$ cat config.mk
export PLATFORM = sky130hd
export DESIGN_NAME = dbe_top
export DESIGN_NICKNAME = d
export VERILOG_FILES = /design/src/rtl/dbe_top.v /design/src/rtl/dbe_bkpt.v /design/src/rtl/dbe_bit.v
export VERILOG_INCLUDE_DIRS = /design/src /design/src/rtl
export SDC_FILE = /design/constraint.sdc
export NUM_CORES = 1
export LEC_CHECK = 0
export ABC_CLOCK_PERIOD_IN_PS = 4900
export CAP_MARGIN = 20
export CORE_MARGIN = 2
export CORE_UTILIZATION = 64
export DETAILED_ROUTE_END_ITERATION = 12
export DONT_BUFFER_PORTS = 1
export PLACE_DENSITY = 0.89
export SLEW_MARGIN = 0
export SYNTH_ARGS = -nofsm -noshare
export SYNTH_HDL_FRONTEND = slang
export SYNTH_SLANG_ARGS = --single-unit
$ cat constraint.sdc
create_clock -name i_core_clk -period 4.9 [get_ports i_core_clk]
set_input_delay 0.98 -clock i_core_clk [delete_from_list [all_inputs] [get_ports i_core_clk]]
set_output_delay 0.98 -clock i_core_clk [all_outputs]
set_load 0.05 [all_outputs]
$ cat src/rtl/dbe_map.vh
// Purpose: Constants for the single-wire debug entry front end
// Assumes: The core clock is the debug clock, one bit time is 16 cycles
// Notes:   All counts are in debug clock cycles
//
// How it works
// - Power-on reset with wire low enters halted mode
// - Forced reset with wire low enters halted mode
// - Pin or error resets always start user mode
// - Idle high wire means normal mode after reset
// - Halted-class commands accepted only while halted
// - Halted commands: register access, step, resume
// - Non-intrusive commands run at any time
// - Non-intrusive: memory and own status/control access
// - Own registers only reachable through wire commands
// - Sync command reveals communication rate
// - Halt request wakes processor from stop/wait
// - One hardware address breakpoint comparator
// - Oscillator kept running in stop when enabled
// - Watchdog held disabled while halted
// - MSB first, 16 cycles per bit
// - 512 idle cycles abort pending command harmlessly
// - Received bit sampled ten cycles after start
`ifndef DBE_MAP_VH
`define DBE_MAP_VH

// ----------------------------------------------------------------
// Bit timing
// ----------------------------------------------------------------
`define DBE_BIT_LAST     4'hf
`define DBE_RX_SAMPLE    4'ha
`define DBE_TX1_SPEEDUP  4'h7
`define DBE_TX0_LOW_END  4'hd
`define DBE_TIMEOUT      10'h200
`define DBE_SYNC_MIN     8'h80
`define DBE_SYNC_DLY     8'h10
`define DBE_SYNC_PULSE   8'h80

// ----------------------------------------------------------------
// Command codes
// ----------------------------------------------------------------
`define DBE_CMD_HALT     8'h90
`define DBE_CMD_RESUME   8'h08
`define DBE_CMD_STEP     8'h10
`define DBE_CMD_RD_STAT  8'he4
`define DBE_CMD_WR_CTRL  8'hc4
`define DBE_CMD_RD_BYTE  8'he0
`define DBE_CMD_WR_BYTE  8'hc0
`define DBE_CMD_RD_BKPT  8'he2
`define DBE_CMD_WR_BKPT  8'hc2
`define DBE_CMD_WR_REG   5'h08
`define DBE_CMD_RD_REG   5'h0c

// ----------------------------------------------------------------
// Status and control fields
// ----------------------------------------------------------------
`define DBE_CTL_ENABLE   7
`define DBE_CTL_HALTED   6
`define DBE_CTL_BKPT_EN  5
`define DBE_CTL_LOWPWR   4
`define DBE_CTL_FORCE    0
`define DBE_BKPT_RESET   16'hffff

`endif

$ cat src/rtl/dbe_top.v
// Purpose: Debug wire front end: reset mode choice, command decode
// Assumes: Reset cause flags valid while reset is held
// Notes:   Memory and register read data are sampled in the same cycle as strobe
`timescale 1ns/1ps
`include "dbe_map.vh"

module dbe_top (
    input  wire        i_core_clk,
    input  wire        i_resetn,
    input  wire        i_wire_in,
    output wire        o_wire_out,
    output wire        o_wire_oe,
    input  wire        i_rst_por,
    input  wire        i_rst_force,
    input  wire        i_cpu_lowpwr,
    input  wire [15:0] i_cpu_addr,
    input  wire        i_cpu_fetch,
    output reg         o_halted,
    output reg         o_wdog_disable,
    output reg         o_osc_keep,
    output reg         o_wake,
    output reg         o_step,
    output reg         o_force_reset,
    output wire        o_bkpt_hit,
    output reg  [15:0] o_mem_addr,
    output reg  [7:0]  o_mem_wdata,
    output reg         o_mem_wr,
    output reg         o_mem_rd,
    input  wire [7:0]  i_mem_rdata,
    output reg  [2:0]  o_reg_sel,
    output reg  [15:0] o_reg_wdata,
    output reg         o_reg_wr,
    output reg         o_reg_rd,
    input  wire [15:0] i_reg_rdata
);

    // ----------------------------------------------------------------
    // States
    // ----------------------------------------------------------------
    localparam ST_CMD  = 3'h0;
    localparam ST_ARG  = 3'h1;
    localparam ST_EXEC = 3'h2;
    localparam ST_WAIT = 3'h3;
    localparam ST_TX   = 3'h4;

    reg  [2:0]  st_r;
    reg  [2:0]  st_nxt;
    reg  [7:0]  cmd_r;
    reg  [23:0] sh_r;
    reg  [4:0]  left_r;
    reg  [4:0]  in_bits;
    reg  [4:0]  out_bits;
    reg         halt_only;
    reg         known;
    reg  [15:0] tx_r;
    reg  [4:0]  tx_left_r;
    reg         rd_mem_r;
    reg         exit_r;
    reg         por_r;
    reg         force_r;
    reg         halted_r;
    reg         en_r;
    reg         bkpt_en_r;
    reg         bkpt_wr_r;

    wire        rx_valid;
    wire        rx_bit;
    wire        tx_done;
    wire        timeout;
    wire        sync;
    wire [15:0] bkpt_addr;
    wire [7:0]  cmd_in = {cmd_r[6:0], rx_bit};
    wire [7:0]  status = {en_r, halted_r, bkpt_en_r, i_cpu_lowpwr, 4'h0};

    // ----------------------------------------------------------------
    // Bit engine and breakpoint
    // ----------------------------------------------------------------
    dbe_bit u_bit (
        .i_core_clk   (i_core_clk),
        .i_resetn     (i_resetn),
        .i_wire       (i_wire_in),
        .i_tx_en      (st_r == ST_TX),
        .i_tx_bit     (tx_r[15]),
        .o_rx_valid_r (rx_valid),
        .o_rx_bit_r   (rx_bit),
        .o_tx_done_r  (tx_done),
        .o_timeout_r  (timeout),
        .o_sync_r     (sync),
        .o_drv_r      (o_wire_out),
        .o_oe_r       (o_wire_oe)
    );

    dbe_bkpt u_bkpt (
        .i_core_clk (i_core_clk),
        .i_resetn   (i_resetn),
        .i_wr       (bkpt_wr_r),
        .i_wdata    (sh_r[15:0]),
        .i_en       (bkpt_en_r & ~halted_r),
        .i_addr     (i_cpu_addr),
        .i_fetch    (i_cpu_fetch),
        .o_addr_r   (bkpt_addr),
        .o_hit_r    (o_bkpt_hit)
    );

    // ----------------------------------------------------------------
    // Command shape decode
    // ----------------------------------------------------------------
    always @* begin
        in_bits   = 5'h00;
        out_bits  = 5'h00;
        halt_only = 1'b0;
        known     = 1'b1;
        if (cmd_in[7:3] == `DBE_CMD_WR_REG) begin
            in_bits   = 5'h10;
            halt_only = 1'b1;
        end else if (cmd_in[7:3] == `DBE_CMD_RD_REG) begin
            out_bits  = 5'h10;
            halt_only = 1'b1;
        end else begin
            case (cmd_in)
                `DBE_CMD_HALT:    in_bits  = 5'h00;
                `DBE_CMD_RESUME:  halt_only = 1'b1;
                `DBE_CMD_STEP:    halt_only = 1'b1;
                `DBE_CMD_RD_STAT: out_bits = 5'h08;
                `DBE_CMD_WR_CTRL: in_bits  = 5'h08;
                `DBE_CMD_RD_BYTE: begin
                    in_bits  = 5'h10;
                    out_bits = 5'h08;
                end
                `DBE_CMD_WR_BYTE: in_bits  = 5'h18;
                `DBE_CMD_RD_BKPT: out_bits = 5'h10;
                `DBE_CMD_WR_BKPT: in_bits  = 5'h10;
                default:          known    = 1'b0;
            endcase
        end
    end

    // ----------------------------------------------------------------
    // Command sequencer
    // ----------------------------------------------------------------
    always @* begin
        st_nxt = st_r;
        case (st_r)
            ST_CMD: begin
                if (rx_valid && (left_r == 5'h01)) begin
                    if (!known || (halt_only && !halted_r)) begin
                        st_nxt = ST_CMD;
                    end else if (in_bits != 5'h00) begin
                        st_nxt = ST_ARG;
                    end else begin
                        st_nxt = ST_EXEC;
                    end
                end
            end
            ST_ARG: begin
                if (rx_valid && (left_r == 5'h01)) begin
                    st_nxt = ST_EXEC;
                end
            end
            ST_EXEC: begin
                if (rd_mem_r) begin
                    st_nxt = ST_WAIT;
                end else if (tx_left_r != 5'h00) begin
                    st_nxt = ST_TX;
                end else begin
                    st_nxt = ST_CMD;
                end
            end
            ST_WAIT: st_nxt = ST_TX;
            ST_TX: begin
                if (tx_done && (tx_left_r == 5'h01)) begin
                    st_nxt = ST_CMD;
                end
            end
            default: st_nxt = ST_CMD;
        endcase
        if (timeout || sync) begin
            st_nxt = ST_CMD;
        end
    end

    // ----------------------------------------------------------------
    // Reset exit mode choice
    // ----------------------------------------------------------------
    always @(posedge i_core_clk) begin
        if (!i_resetn) begin
            exit_r  <= 1'b1;
            por_r   <= i_rst_por;
            force_r <= i_rst_force;
        end else begin
            exit_r  <= 1'b0;
        end
    end

    // ----------------------------------------------------------------
    // Datapath and debug state
    // ----------------------------------------------------------------
    always @(posedge i_core_clk) begin
        if (!i_resetn) begin
            st_r        <= ST_CMD;
            cmd_r       <= 8'h00;
            sh_r        <= 24'h000000;
            left_r      <= 5'h08;
            tx_r        <= 16'h0000;
            tx_left_r   <= 5'h00;
            rd_mem_r    <= 1'b0;
            halted_r    <= 1'b0;
            en_r        <= 1'b0;
            bkpt_en_r   <= 1'b0;
            bkpt_wr_r   <= 1'b0;
            o_wake      <= 1'b0;
            o_step      <= 1'b0;
            o_force_reset <= 1'b0;
            o_mem_addr  <= 16'h0000;
            o_mem_wdata <= 8'h00;
            o_mem_wr    <= 1'b0;
            o_mem_rd    <= 1'b0;
            o_reg_sel   <= 3'h0;
            o_reg_wdata <= 16'h0000;
            o_reg_wr    <= 1'b0;
            o_reg_rd    <= 1'b0;
        end else begin
            st_r          <= st_nxt;
            o_wake        <= 1'b0;
            o_step        <= 1'b0;
            o_force_reset <= 1'b0;
            o_mem_wr      <= 1'b0;
            o_mem_rd      <= 1'b0;
            o_reg_wr      <= 1'b0;
            o_reg_rd      <= 1'b0;
            bkpt_wr_r     <= 1'b0;
            if (exit_r) begin
                // Idle pulled-high wire or a pin/error reset gives user mode
                halted_r <= (por_r | force_r) & ~i_wire_in;
                en_r     <= (por_r | force_r) & ~i_wire_in;
            end else if (o_bkpt_hit) begin
                halted_r <= 1'b1;
            end
            if (timeout || sync) begin
                left_r <= 5'h08;
            end else begin
                case (st_r)
                    ST_CMD: begin
                        if (rx_valid) begin
                            cmd_r  <= cmd_in;
                            left_r <= (left_r == 5'h01) ? in_bits : left_r - 5'h01;
                            if (left_r == 5'h01) begin
                                tx_left_r <= out_bits;
                                if (in_bits == 5'h00) begin
                                    left_r <= 5'h08;
                                end
                            end
                        end
                    end
                    ST_ARG: begin
                        if (rx_valid) begin
                            sh_r   <= {sh_r[22:0], rx_bit};
                            left_r <= (left_r == 5'h01) ? 5'h08 : left_r - 5'h01;
                        end
                    end
                    ST_EXEC: begin
                        rd_mem_r <= 1'b0;
                        if (cmd_r[7:3] == `DBE_CMD_WR_REG) begin
                            o_reg_sel   <= cmd_r[2:0];
                            o_reg_wdata <= sh_r[15:0];
                            o_reg_wr    <= 1'b1;
                        end else if (cmd_r[7:3] == `DBE_CMD_RD_REG) begin
                            o_reg_sel <= cmd_r[2:0];
                            o_reg_rd  <= 1'b1;
                        end else begin
                            case (cmd_r)
                                `DBE_CMD_HALT: begin
                                    halted_r <= 1'b1;
                                    o_wake   <= i_cpu_lowpwr;
                                end
                                `DBE_CMD_RESUME: halted_r <= 1'b0;
                                `DBE_CMD_STEP:   o_step   <= 1'b1;
                                `DBE_CMD_RD_STAT: tx_r <= {status, 8'h00};
                                `DBE_CMD_WR_CTRL: begin
                                    en_r          <= sh_r[`DBE_CTL_ENABLE];
                                    bkpt_en_r     <= sh_r[`DBE_CTL_BKPT_EN];
                                    o_force_reset <= sh_r[`DBE_CTL_FORCE];
                                end
                                `DBE_CMD_RD_BYTE: begin
                                    o_mem_addr <= sh_r[15:0];
                                    o_mem_rd   <= 1'b1;
                                end
                                `DBE_CMD_WR_BYTE: begin
                                    o_mem_addr  <= sh_r[23:8];
                                    o_mem_wdata <= sh_r[7:0];
                                    o_mem_wr    <= 1'b1;
                                end
                                `DBE_CMD_RD_BKPT: tx_r      <= bkpt_addr;
                                `DBE_CMD_WR_BKPT: bkpt_wr_r <= 1'b1;
                                default: tx_r <= tx_r;
                            endcase
                        end
                    end
                    ST_WAIT: begin
                        if (cmd_r == `DBE_CMD_RD_BYTE) begin
                            tx_r <= {i_mem_rdata, 8'h00};
                        end else begin
                            tx_r <= i_reg_rdata;
                        end
                    end
                    ST_TX: begin
                        if (tx_done) begin
                            tx_r      <= {tx_r[14:0], 1'b0};
                            tx_left_r <= tx_left_r - 5'h01;
                        end
                    end
                    default: left_r <= 5'h08;
                endcase
            end
            if (st_nxt == ST_EXEC) begin
                rd_mem_r <= (cmd_in == `DBE_CMD_RD_BYTE) ||
                            (cmd_in[7:3] == `DBE_CMD_RD_REG) ||
                            ((st_r == ST_ARG) && (cmd_r == `DBE_CMD_RD_BYTE));
            end
        end
    end

    // ----------------------------------------------------------------
    // Side effects of debug state
    // ----------------------------------------------------------------
    always @(posedge i_core_clk) begin
        if (!i_resetn) begin
            o_halted       <= 1'b0;
            o_wdog_disable <= 1'b0;
            o_osc_keep     <= 1'b0;
        end else begin
            o_halted       <= halted_r;
            o_wdog_disable <= halted_r;
            o_osc_keep     <= en_r;
        end
    end

endmodule // dbe_top

$ cat src/rtl/dbe_bkpt.v
// Purpose: Single address breakpoint comparator
// Assumes: Fetch strobe and address valid in same cycle
// Notes:   Hit is a registered one-cycle pulse
`timescale 1ns/1ps
`include "dbe_map.vh"

module dbe_bkpt (
    input  wire        i_core_clk,
    input  wire        i_resetn,
    input  wire        i_wr,
    input  wire [15:0] i_wdata,
    input  wire        i_en,
    input  wire [15:0] i_addr,
    input  wire        i_fetch,
    output reg  [15:0] o_addr_r,
    output reg         o_hit_r
);

    always @(posedge i_core_clk) begin
        if (!i_resetn) begin
            o_addr_r <= `DBE_BKPT_RESET;
            o_hit_r  <= 1'b0;
        end else begin
            if (i_wr) begin
                o_addr_r <= i_wdata;
            end
            o_hit_r <= i_en & i_fetch & (i_addr == o_addr_r);
        end
    end

endmodule // dbe_bkpt

$ cat src/rtl/dbe_bit.v
// Purpose: Bit-level engine for the single debug wire
// Assumes: Wire input already synchronous to the core clock
// Notes:   Reports received bits, sent bits, timeout and sync
`timescale 1ns/1ps
`include "dbe_map.vh"

module dbe_bit (
    input  wire i_core_clk,
    input  wire i_resetn,
    input  wire i_wire,
    input  wire i_tx_en,
    input  wire i_tx_bit,
    output reg  o_rx_valid_r,
    output reg  o_rx_bit_r,
    output reg  o_tx_done_r,
    output reg  o_timeout_r,
    output reg  o_sync_r,
    output reg  o_drv_r,
    output reg  o_oe_r
);

    reg       wire_d_r;
    reg       busy_r;
    reg       txm_r;
    reg       txb_r;
    reg [3:0] cnt_r;
    reg [9:0] idle_r;
    reg [7:0] low_r;
    reg [1:0] sph_r;
    reg [7:0] scnt_r;

    wire fall = wire_d_r & ~i_wire;
    wire rise = ~wire_d_r & i_wire;

    always @(posedge i_core_clk) begin
        if (!i_resetn) begin
            wire_d_r     <= i_wire;
            busy_r       <= 1'b0;
            txm_r        <= 1'b0;
            txb_r        <= 1'b0;
            cnt_r        <= 4'h0;
            idle_r       <= 10'h000;
            low_r        <= 8'h00;
            sph_r        <= 2'h0;
            scnt_r       <= 8'h00;
            o_rx_valid_r <= 1'b0;
            o_rx_bit_r   <= 1'b0;
            o_tx_done_r  <= 1'b0;
            o_timeout_r  <= 1'b0;
            o_sync_r     <= 1'b0;
            o_drv_r      <= 1'b0;
            o_oe_r       <= 1'b0;
        end else begin
            wire_d_r     <= i_wire;
            o_rx_valid_r <= 1'b0;
            o_tx_done_r  <= 1'b0;
            o_sync_r     <= 1'b0;
            o_oe_r       <= 1'b0;
            o_drv_r      <= 1'b0;
            low_r        <= (i_wire | o_oe_r) ? 8'h00 : ((low_r == 8'hff) ? low_r : low_r + 8'h01);
            if (fall) begin
                idle_r <= 10'h000;
            end else if (idle_r != `DBE_TIMEOUT) begin
                idle_r <= idle_r + 10'h001;
            end
            o_timeout_r <= (idle_r == `DBE_TIMEOUT - 10'h001);
            // --------------------------------------------------------
            // Sync response, bit handling
            // --------------------------------------------------------
            if (sph_r != 2'h0) begin
                case (sph_r)
                    2'h1: begin
                        scnt_r <= scnt_r + 8'h01;
                        if (scnt_r == `DBE_SYNC_DLY - 8'h01) begin
                            sph_r  <= 2'h2;
                            scnt_r <= 8'h00;
                        end
                    end
                    2'h2: begin
                        o_oe_r <= 1'b1;
                        scnt_r <= scnt_r + 8'h01;
                        if (scnt_r == `DBE_SYNC_PULSE - 8'h01) begin
                            sph_r <= 2'h3;
                        end
                    end
                    default: begin
                        o_oe_r  <= 1'b1;
                        o_drv_r <= 1'b1;
                        sph_r   <= 2'h0;
                    end
                endcase
            end else if (rise && (low_r >= `DBE_SYNC_MIN)) begin
                sph_r    <= 2'h1;
                scnt_r   <= 8'h00;
                busy_r   <= 1'b0;
                o_sync_r <= 1'b1;
            end else if (busy_r) begin
                cnt_r <= cnt_r + 4'h1;
                if (txm_r && txb_r) begin
                    o_oe_r  <= (cnt_r == `DBE_TX1_SPEEDUP);
                    o_drv_r <= 1'b1;
                end else if (txm_r) begin
                    o_oe_r  <= (cnt_r <= `DBE_TX0_LOW_END);
                    o_drv_r <= (cnt_r == `DBE_TX0_LOW_END);
                end
                if (!txm_r && (cnt_r == `DBE_RX_SAMPLE)) begin
                    o_rx_valid_r <= 1'b1;
                    o_rx_bit_r   <= i_wire;
                end
                if (cnt_r == `DBE_BIT_LAST) begin
                    busy_r      <= 1'b0;
                    o_tx_done_r <= txm_r;
                end
            end else if (fall) begin
                busy_r <= 1'b1;
                cnt_r  <= 4'h0;
                txm_r  <= i_tx_en;
                txb_r  <= i_tx_bit;
            end
        end
    end

endmodule // dbe_bit

**Word level (Yosys, flattened, before mapping)**

Cells that the tools add are included.

- Flip-flop bits (word level): 181
- Input port bits: 47
- Output and inout port bits: 56
- Word-level logic and storage cells: 280

- Add/sub/neg operators: 6
- $lt $le $gt $ge: 2
- Equality and inequality tests: 52
- Muxes and demuxes: 93
- Bitwise operators: 23
- Reductions and logical operators: 59

Operators by type and width:

| operator | count |
|---|---|
| 8-bit equality test (second input constant) | 15 |
| 5-bit 2-to-1 mux | 13 |
| 16-bit 2-to-1 mux | 4 |
| 16-bit one-hot mux with 2 select lines | 2 |
| 16-bit one-hot mux with 3 select lines | 1 |
| 1-bit 2-to-1 mux | 46 |
| 5-bit one-hot mux with 3 select lines | 2 |
| 8-bit by 4-bit equality test with 1-bit output (second input constant) | 3 |
| 3-bit 2-to-1 mux | 8 |
| 8-bit 2-to-1 mux | 3 |
| 3-bit AND reduction | 7 |
| 5-bit by 4-bit equality test with 1-bit output (second input constant) | 4 |
| 5-bit one-hot mux with 2 select lines | 2 |
| 5-bit AND reduction | 4 |
| 8-bit by 1-bit adder with 8-bit output (second input constant) | 2 |
| 16-bit equality test | 1 |
| 8-bit by 5-bit equality test with 1-bit output (second input constant) | 2 |
| 8-bit one-hot mux with 2 select lines | 1 |
| 2-bit OR reduction | 8 |
| 1-bit inverter | 15 |
| 3-bit one-hot mux with 5 select lines | 1 |
| 2-bit nonzero test | 7 |
| 4-bit equality test (second input constant) | 3 |
| 2-bit 2-to-1 mux | 6 |
| other kinds (39) | 75 |

**Longest topological paths before layout**

- Depth in word-level cells: 14
- Depth in mapped cells: 9
- Mapped depth without buffers: 8

**Hierarchy**

Synthesis repeated with hierarchy kept, for this count alone.

- Cells, all modules: 964
- Area total of the unflattened synthesis: 8275.4 sq um

Modules (own cells, without submodules):

| module | instances | cells an instance | area each (sq um) | seq. area each (sq um) |
|---|---|---|---|---|
| dbe_top | 1 | 643 | 5392.7 | 2442.3 |
| dbe_bit | 1 | 246 | 2118.3 | 860.8 |
| dbe_bkpt | 1 | 75 | 764.5 | 340.3 |

**Worst setup path after synthesis**

OpenSTA, ideal clock, no wires.

- Kind: input -> register
- Start: in i_resetn
- End: reg force_r, enable pin
- Setup time: 0.348 ns
- Data arrival time: 1.836 ns
- Data required time: 4.552 ns
- Slack: 2.716 ns
- Stages: 4
- Path buffers: 3
- Cell sequence: clkbuf_1 > inv_1 > clkbuf_1 > clkbuf_1

RTL lines:

| item | line | text |
|---|---|---|
| start: declaration | dbe_top.v:9 | `input wire i_resetn,` |
| end signal: assignment | dbe_top.v:189 | `force_r <= i_rst_force;` |
| end: declaration | dbe_top.v:60 | `reg force_r;` |

No word-level cell between the ends.

**Final worst setup path**

- Start: reg st_r[2]
- End: reg tx_r[1]

- Word-level cells in the longest chain between the ends: 3
- Elaborated cells between the ends (all ways): 10
- Classes of those cells: eq/ne: 7; mux: 1; reduce/logical: 2

RTL lines:

| item | line | text |
|---|---|---|
| start: declaration | dbe_top.v:46 | `reg [2:0] st_r;` |
| start signal: assignment | dbe_top.v:223 | `st_r <= st_nxt;` |
| 3-bit by 2-bit equality test with 1-bit output / 3-bit equality test (equally long branches) | dbe_top.v:242 | `case (st_r)` |
| 3-bit by 1-bit != test with 1-bit output (no line), or another cell as far along | -- |  |
| 6-bit AND reduction (no line) | -- |  |
| end signal: assignment | dbe_top.v:278 | `` `DBE_CMD_RD_STAT: tx_r <= {status, 8'h00}; `` |
| end signal: assignment | dbe_top.v:293 | `` `DBE_CMD_RD_BKPT: tx_r <= bkpt_addr; `` |
| end signal: assignment | dbe_top.v:295 | `default: tx_r <= tx_r;` |
| end: declaration | dbe_top.v:55 | `reg [15:0] tx_r;` |

Several ways; a longest one is shown, not always the timed one.
A chain may end at the register's enable or synchronous reset.

==> results.md <==
- Status: finished, final reports clean
- Sequential Area: about 3600 um^2
- Die area: approximately 14,000 um^2
- Worst reg-to-reg path cell count: 6
- Crit path kind: flip-flop to flip-flop
- Die X: between 100 and 150 um
- #FFs+latches synth: between 150 and 200
- Tcrit/Tclk final: a little under three fifths
- Worst setup path startpoint: st_r[2]$_SDFF_PN0_
- Number of enable flip-flop cells after synthesis: 2
- Proportion of power drawn by the clock network: a little under half
- DR WL/cell: ~18 um
- Weighted congestion reported at the end of routability-driven placement: 0.953
- Port Buffers: 0
- Area taken by multi-input logic gates: roughly 4200 um^2
- Relative contribution of combinational cells to total power: 2.0%
- Met3 capacity usage during global routing: 11.4%
- Sw Pwr: about 0.00061 W
- Sequential power share: between 50% and 60%
- Number of I/O pins: approximately 100
- FILL cells: 940
- Clock root buffer master: sky130_fd_sc_hd__clkbuf_16
- Drc violations: 0
- GRT met2 Usage: roughly 44%
- Power Dens Cells: ~320 nW/um^2
- Final cell count without fillers: approximately 1,100
- Critical path destination: tx_r[1]$_SDFFE_PN0P_
- Vias: about 7,000
- Hold Path Depth: 2
- Highest fanout seen on the critical path: 15
- Number of nets still failing antenna checks after routing: 0
- Number of buffers inserted for hold repair after clock tree synthesis: 0
- DR iter-0 viols: roughly 730
- First-pass GRT wire length: between 30 and 40 mm
- Class of the most critical hold timing path: flip-flop to flip-flop
- Post-CTS resize count: 0
- Global routing usage summed across all routing layers: a little under 30%
- Final wirelength: a little under 20 mm
- Setup-violating endpoint count in the final report: 0
- Share of async-settable or async-resettable flops after synthesis: 0%
- Vert. Die Dim: around 120 um
- Number of unique standard cell types used by synthesis: 62
- Maximum clock frequency: 0.370 GHz
- Pleak: around 3.2 nW
- Post-layout nets: between 900 and 1,000
- Vias in the first global route: approximately 6,300
- Synth Cell Area: 8210 um^2
- VDD IR-drop max: approximately 0.00038 V
- H-tree depth: 4
- Internal power component: ~0.0022 W
- Std-Cell Rows: 41
- Clock Sink Count: 181
- Pre-antenna DRT Iters: 8
- Clock latency of the later-clocked register in the worst-skew pair: about 0.44 ns
- Max Transition Viols Final: 0
- Number of instances in the synthesized netlist: ~960
- Met1 layer usage reported by global route: 36.9%
- Switching Share: 21.4%
- RSZ-0062 raised after global routing: false
- Core area: about 13,000 um^2
- Slack of the worst reg-to-reg path: approximately 2.2 ns
- Effective utilization at floorplan: 65.3%
- Area Growth Syn to Fin: 7.23%
- Max-Slew Margin vs Limit: ~38%
- Net count of the mapped netlist: around 1,000
- Final period demand of the worst path: around 2.7 ns
- Min-delay src: sh_r[23]$_SDFFE_PN0P_
- Total CTS buffers: 17
- N_diodes: 0
- Overall overflow remaining after global route: 0
- Most heavily used metal layer in global routing: met2
- Post-synthesis average cell area: about 8.6 um^2
- Arrival time at the worst endpoint: about 3.1 ns
- R2R Path End: tx_r[1]$_SDFFE_PN0P_
- Reg-to-reg startpoint: st_r[2]$_SDFF_PN0_
- Antenna violations before repair: 0
- Detailed-route vias per instance: between 6 and 7
- Yosys warnings: 0
- TritonCTS clock tree: built
- Cell count after placement: roughly 1,100
- Buffer depth of the longest clock path: 2
- Capturing element type of the critical path: flip-flop
- Critical Path RT: about 5.2 ns
- Maximum number of pins on one net before global-route repair: 52
- Seq/Total Area, Yosys: about 44%
- Sum of negative setup slack: 0 ns
- Synth Flop Type: sky130_fd_sc_hd__dfxtp_1
- Kind of launch point of the worst setup path: flip-flop
- Worst-Margin Slew: 0.930 ns
- Hpwl dp: 13.3 mm
- Post CTS Setup Buffer Count: 0
- Worst-path clk slew: about 0.060 ns
- Layout cells sized above 1: ~6.7%
- Number of hold violations in the final report: 0
- Worst-case clock skew: 0.00767 ns
- Max-cap violation count: 0
[cells in the final DEF, fill, tap and decap left out, types with 6 or more instances in the layout]
cell type,netlist,routed
sky130_fd_sc_hd__and3_1,9,9
sky130_fd_sc_hd__a21oi_1,73,73
sky130_fd_sc_hd__inv_1,22,21
sky130_fd_sc_hd__clkbuf_16,0,17
sky130_fd_sc_hd__nor4_1,12,12
sky130_fd_sc_hd__a211oi_2,14,14
sky130_fd_sc_hd__o22ai_1,6,6
sky130_fd_sc_hd__nand3_1,30,30
sky130_fd_sc_hd__nor2b_1,7,7
sky130_fd_sc_hd__ha_1,16,16
sky130_fd_sc_hd__xnor2_1,13,13
sky130_fd_sc_hd__mux2i_1,67,67
sky130_fd_sc_hd__dfxtp_1,179,179
sky130_fd_sc_hd__o21ai_0,25,25
sky130_fd_sc_hd__xor2_1,25,25
sky130_fd_sc_hd__nor3_1,17,16
sky130_fd_sc_hd__a211oi_1,10,10
sky130_fd_sc_hd__a311oi_1,7,7
sky130_fd_sc_hd__nand2b_1,7,7
sky130_fd_sc_hd__nor2_1,129,129
sky130_fd_sc_hd__nand4_1,14,14
sky130_fd_sc_hd__nand2_1,140,140
sky130_fd_sc_hd__a22oi_1,9,9
[sequential cells by signal, summed over array words and instances, names as in the netlist, 10 cells and up]
| name | flops |
|---|---|
| tx_r | 16 |
| u_bit.idle_r | 10 |
| u_bkpt.o_addr_r | 16 |
| sh_r | 24 |
| o_reg_wdata | 16 |
| o_mem_addr | 16 |
[power by group through the flow]
stage                     Sequential [W]  Combinational (W)  Clock, W
final                            0.00149          0.0000561   0.00129
after detailed placement         0.00152          0.0000555         0
after CTS                        0.00149          0.0000559   0.00129
after global routing             0.00149          0.0000621   0.00136
after global placement           0.00152          0.0000539         0
after floorplan                  0.00152          0.0000485         0
[worst max-delay path, cell delays in order, from the launching register on]
cell                       delay, ns
sky130_fd_sc_hd__dfxtp_1        0.60
sky130_fd_sc_hd__inv_1          0.21
sky130_fd_sc_hd__nand3_1        0.39
sky130_fd_sc_hd__nand2_1        0.24
sky130_fd_sc_hd__nor3_2         0.66
sky130_fd_sc_hd__a22oi_1        0.20
sky130_fd_sc_hd__a311oi_1       0.29
[worst min path at each step]
stage                                       end  slack, ns
after global placement    sh_r[23]$_SDFFE_PN0P_       0.44
final                     sh_r[23]$_SDFFE_PN0P_       0.46
after CTS                 sh_r[23]$_SDFFE_PN0P_       0.46
after detailed placement  sh_r[23]$_SDFFE_PN0P_       0.45
after floorplan           o_osc_keep$_SDFF_PN0_       0.42
after global routing      sh_r[23]$_SDFFE_PN0P_       0.49
[per-stage QoR]
stage / utilization, % / area, um^2 / power [W] / hold slack, ns / setup WS (ns)
floorplan: - / 8210 / 0.00157 / 0.424 / 2.72
global placement: 65.4 / 8220 / 0.00158 / 0.442 / 2.30
detailed placement: 65.4 / 8220 / 0.00158 / 0.448 / 2.17
CTS: 69.8 / 8770 / 0.00284 / 0.457 / 2.14
global route: 70.0 / 8800 / 0.00291 / 0.493 / 2.04
finish: 70.0 / 8800 / 0.00284 / 0.458 / 2.20
[metal layers]
metal	wire length (um)	vias up	share of wire (%)
li1	-	3253	-
met1	8130	3224	41
met2	9140	344	46
met3	2190	47	11
met4	403	0	2.0
met5	0	-	0
[area by class of cell]
| class | count | area share [%] |
|---|---|---|
| sequential | 181 | 41.4 |
| timing repair buffer | 7 | 0.725 |
| clock buffer | 22 | 5.39 |
| multi-input combinational | 695 | 48.2 |
| inverter | 22 | 0.953 |
| clock inverter | 8 | 0.882 |
| tap | 172 | 2.45 |
[cell families (layout without fill, tap and decap cells)]
family	Yosys count	after routing	share of synthesized area (%)
compound gates	171	171	13.7
xor+xnor	38	38	4.06
fa+ha+maj	16	16	2.44
buf+inv	79	59	4.03
flops	181	181	44.4
mux	68	68	8.31
simple gates	402	402	23.1
[cell usage after synthesis (9+ instances only)]
library cell	count	area (um^2)
sky130_fd_sc_hd__dfxtp_1	179	3580
sky130_fd_sc_hd__nand2_1	140	526
sky130_fd_sc_hd__nor2_1	129	484
sky130_fd_sc_hd__a21oi_1	73	365
sky130_fd_sc_hd__mux2i_1	67	671
sky130_fd_sc_hd__clkbuf_1	35	131
sky130_fd_sc_hd__nand3_1	30	150
sky130_fd_sc_hd__o21ai_0	25	125
sky130_fd_sc_hd__xor2_1	25	219
sky130_fd_sc_hd__inv_1	22	82.6
sky130_fd_sc_hd__nor3_1	17	85.1
sky130_fd_sc_hd__ha_1	16	200
sky130_fd_sc_hd__buf_2	15	75.1
sky130_fd_sc_hd__a211oi_2	14	175
sky130_fd_sc_hd__nand4_1	14	87.6
sky130_fd_sc_hd__xnor2_1	13	114
sky130_fd_sc_hd__nor4_1	12	75.1
sky130_fd_sc_hd__a211oi_1	10	75.1
sky130_fd_sc_hd__a22oi_1	9	67.6
sky130_fd_sc_hd__and3_1	9	56.3
No activity file was read; power rests on OpenSTA's default activity.
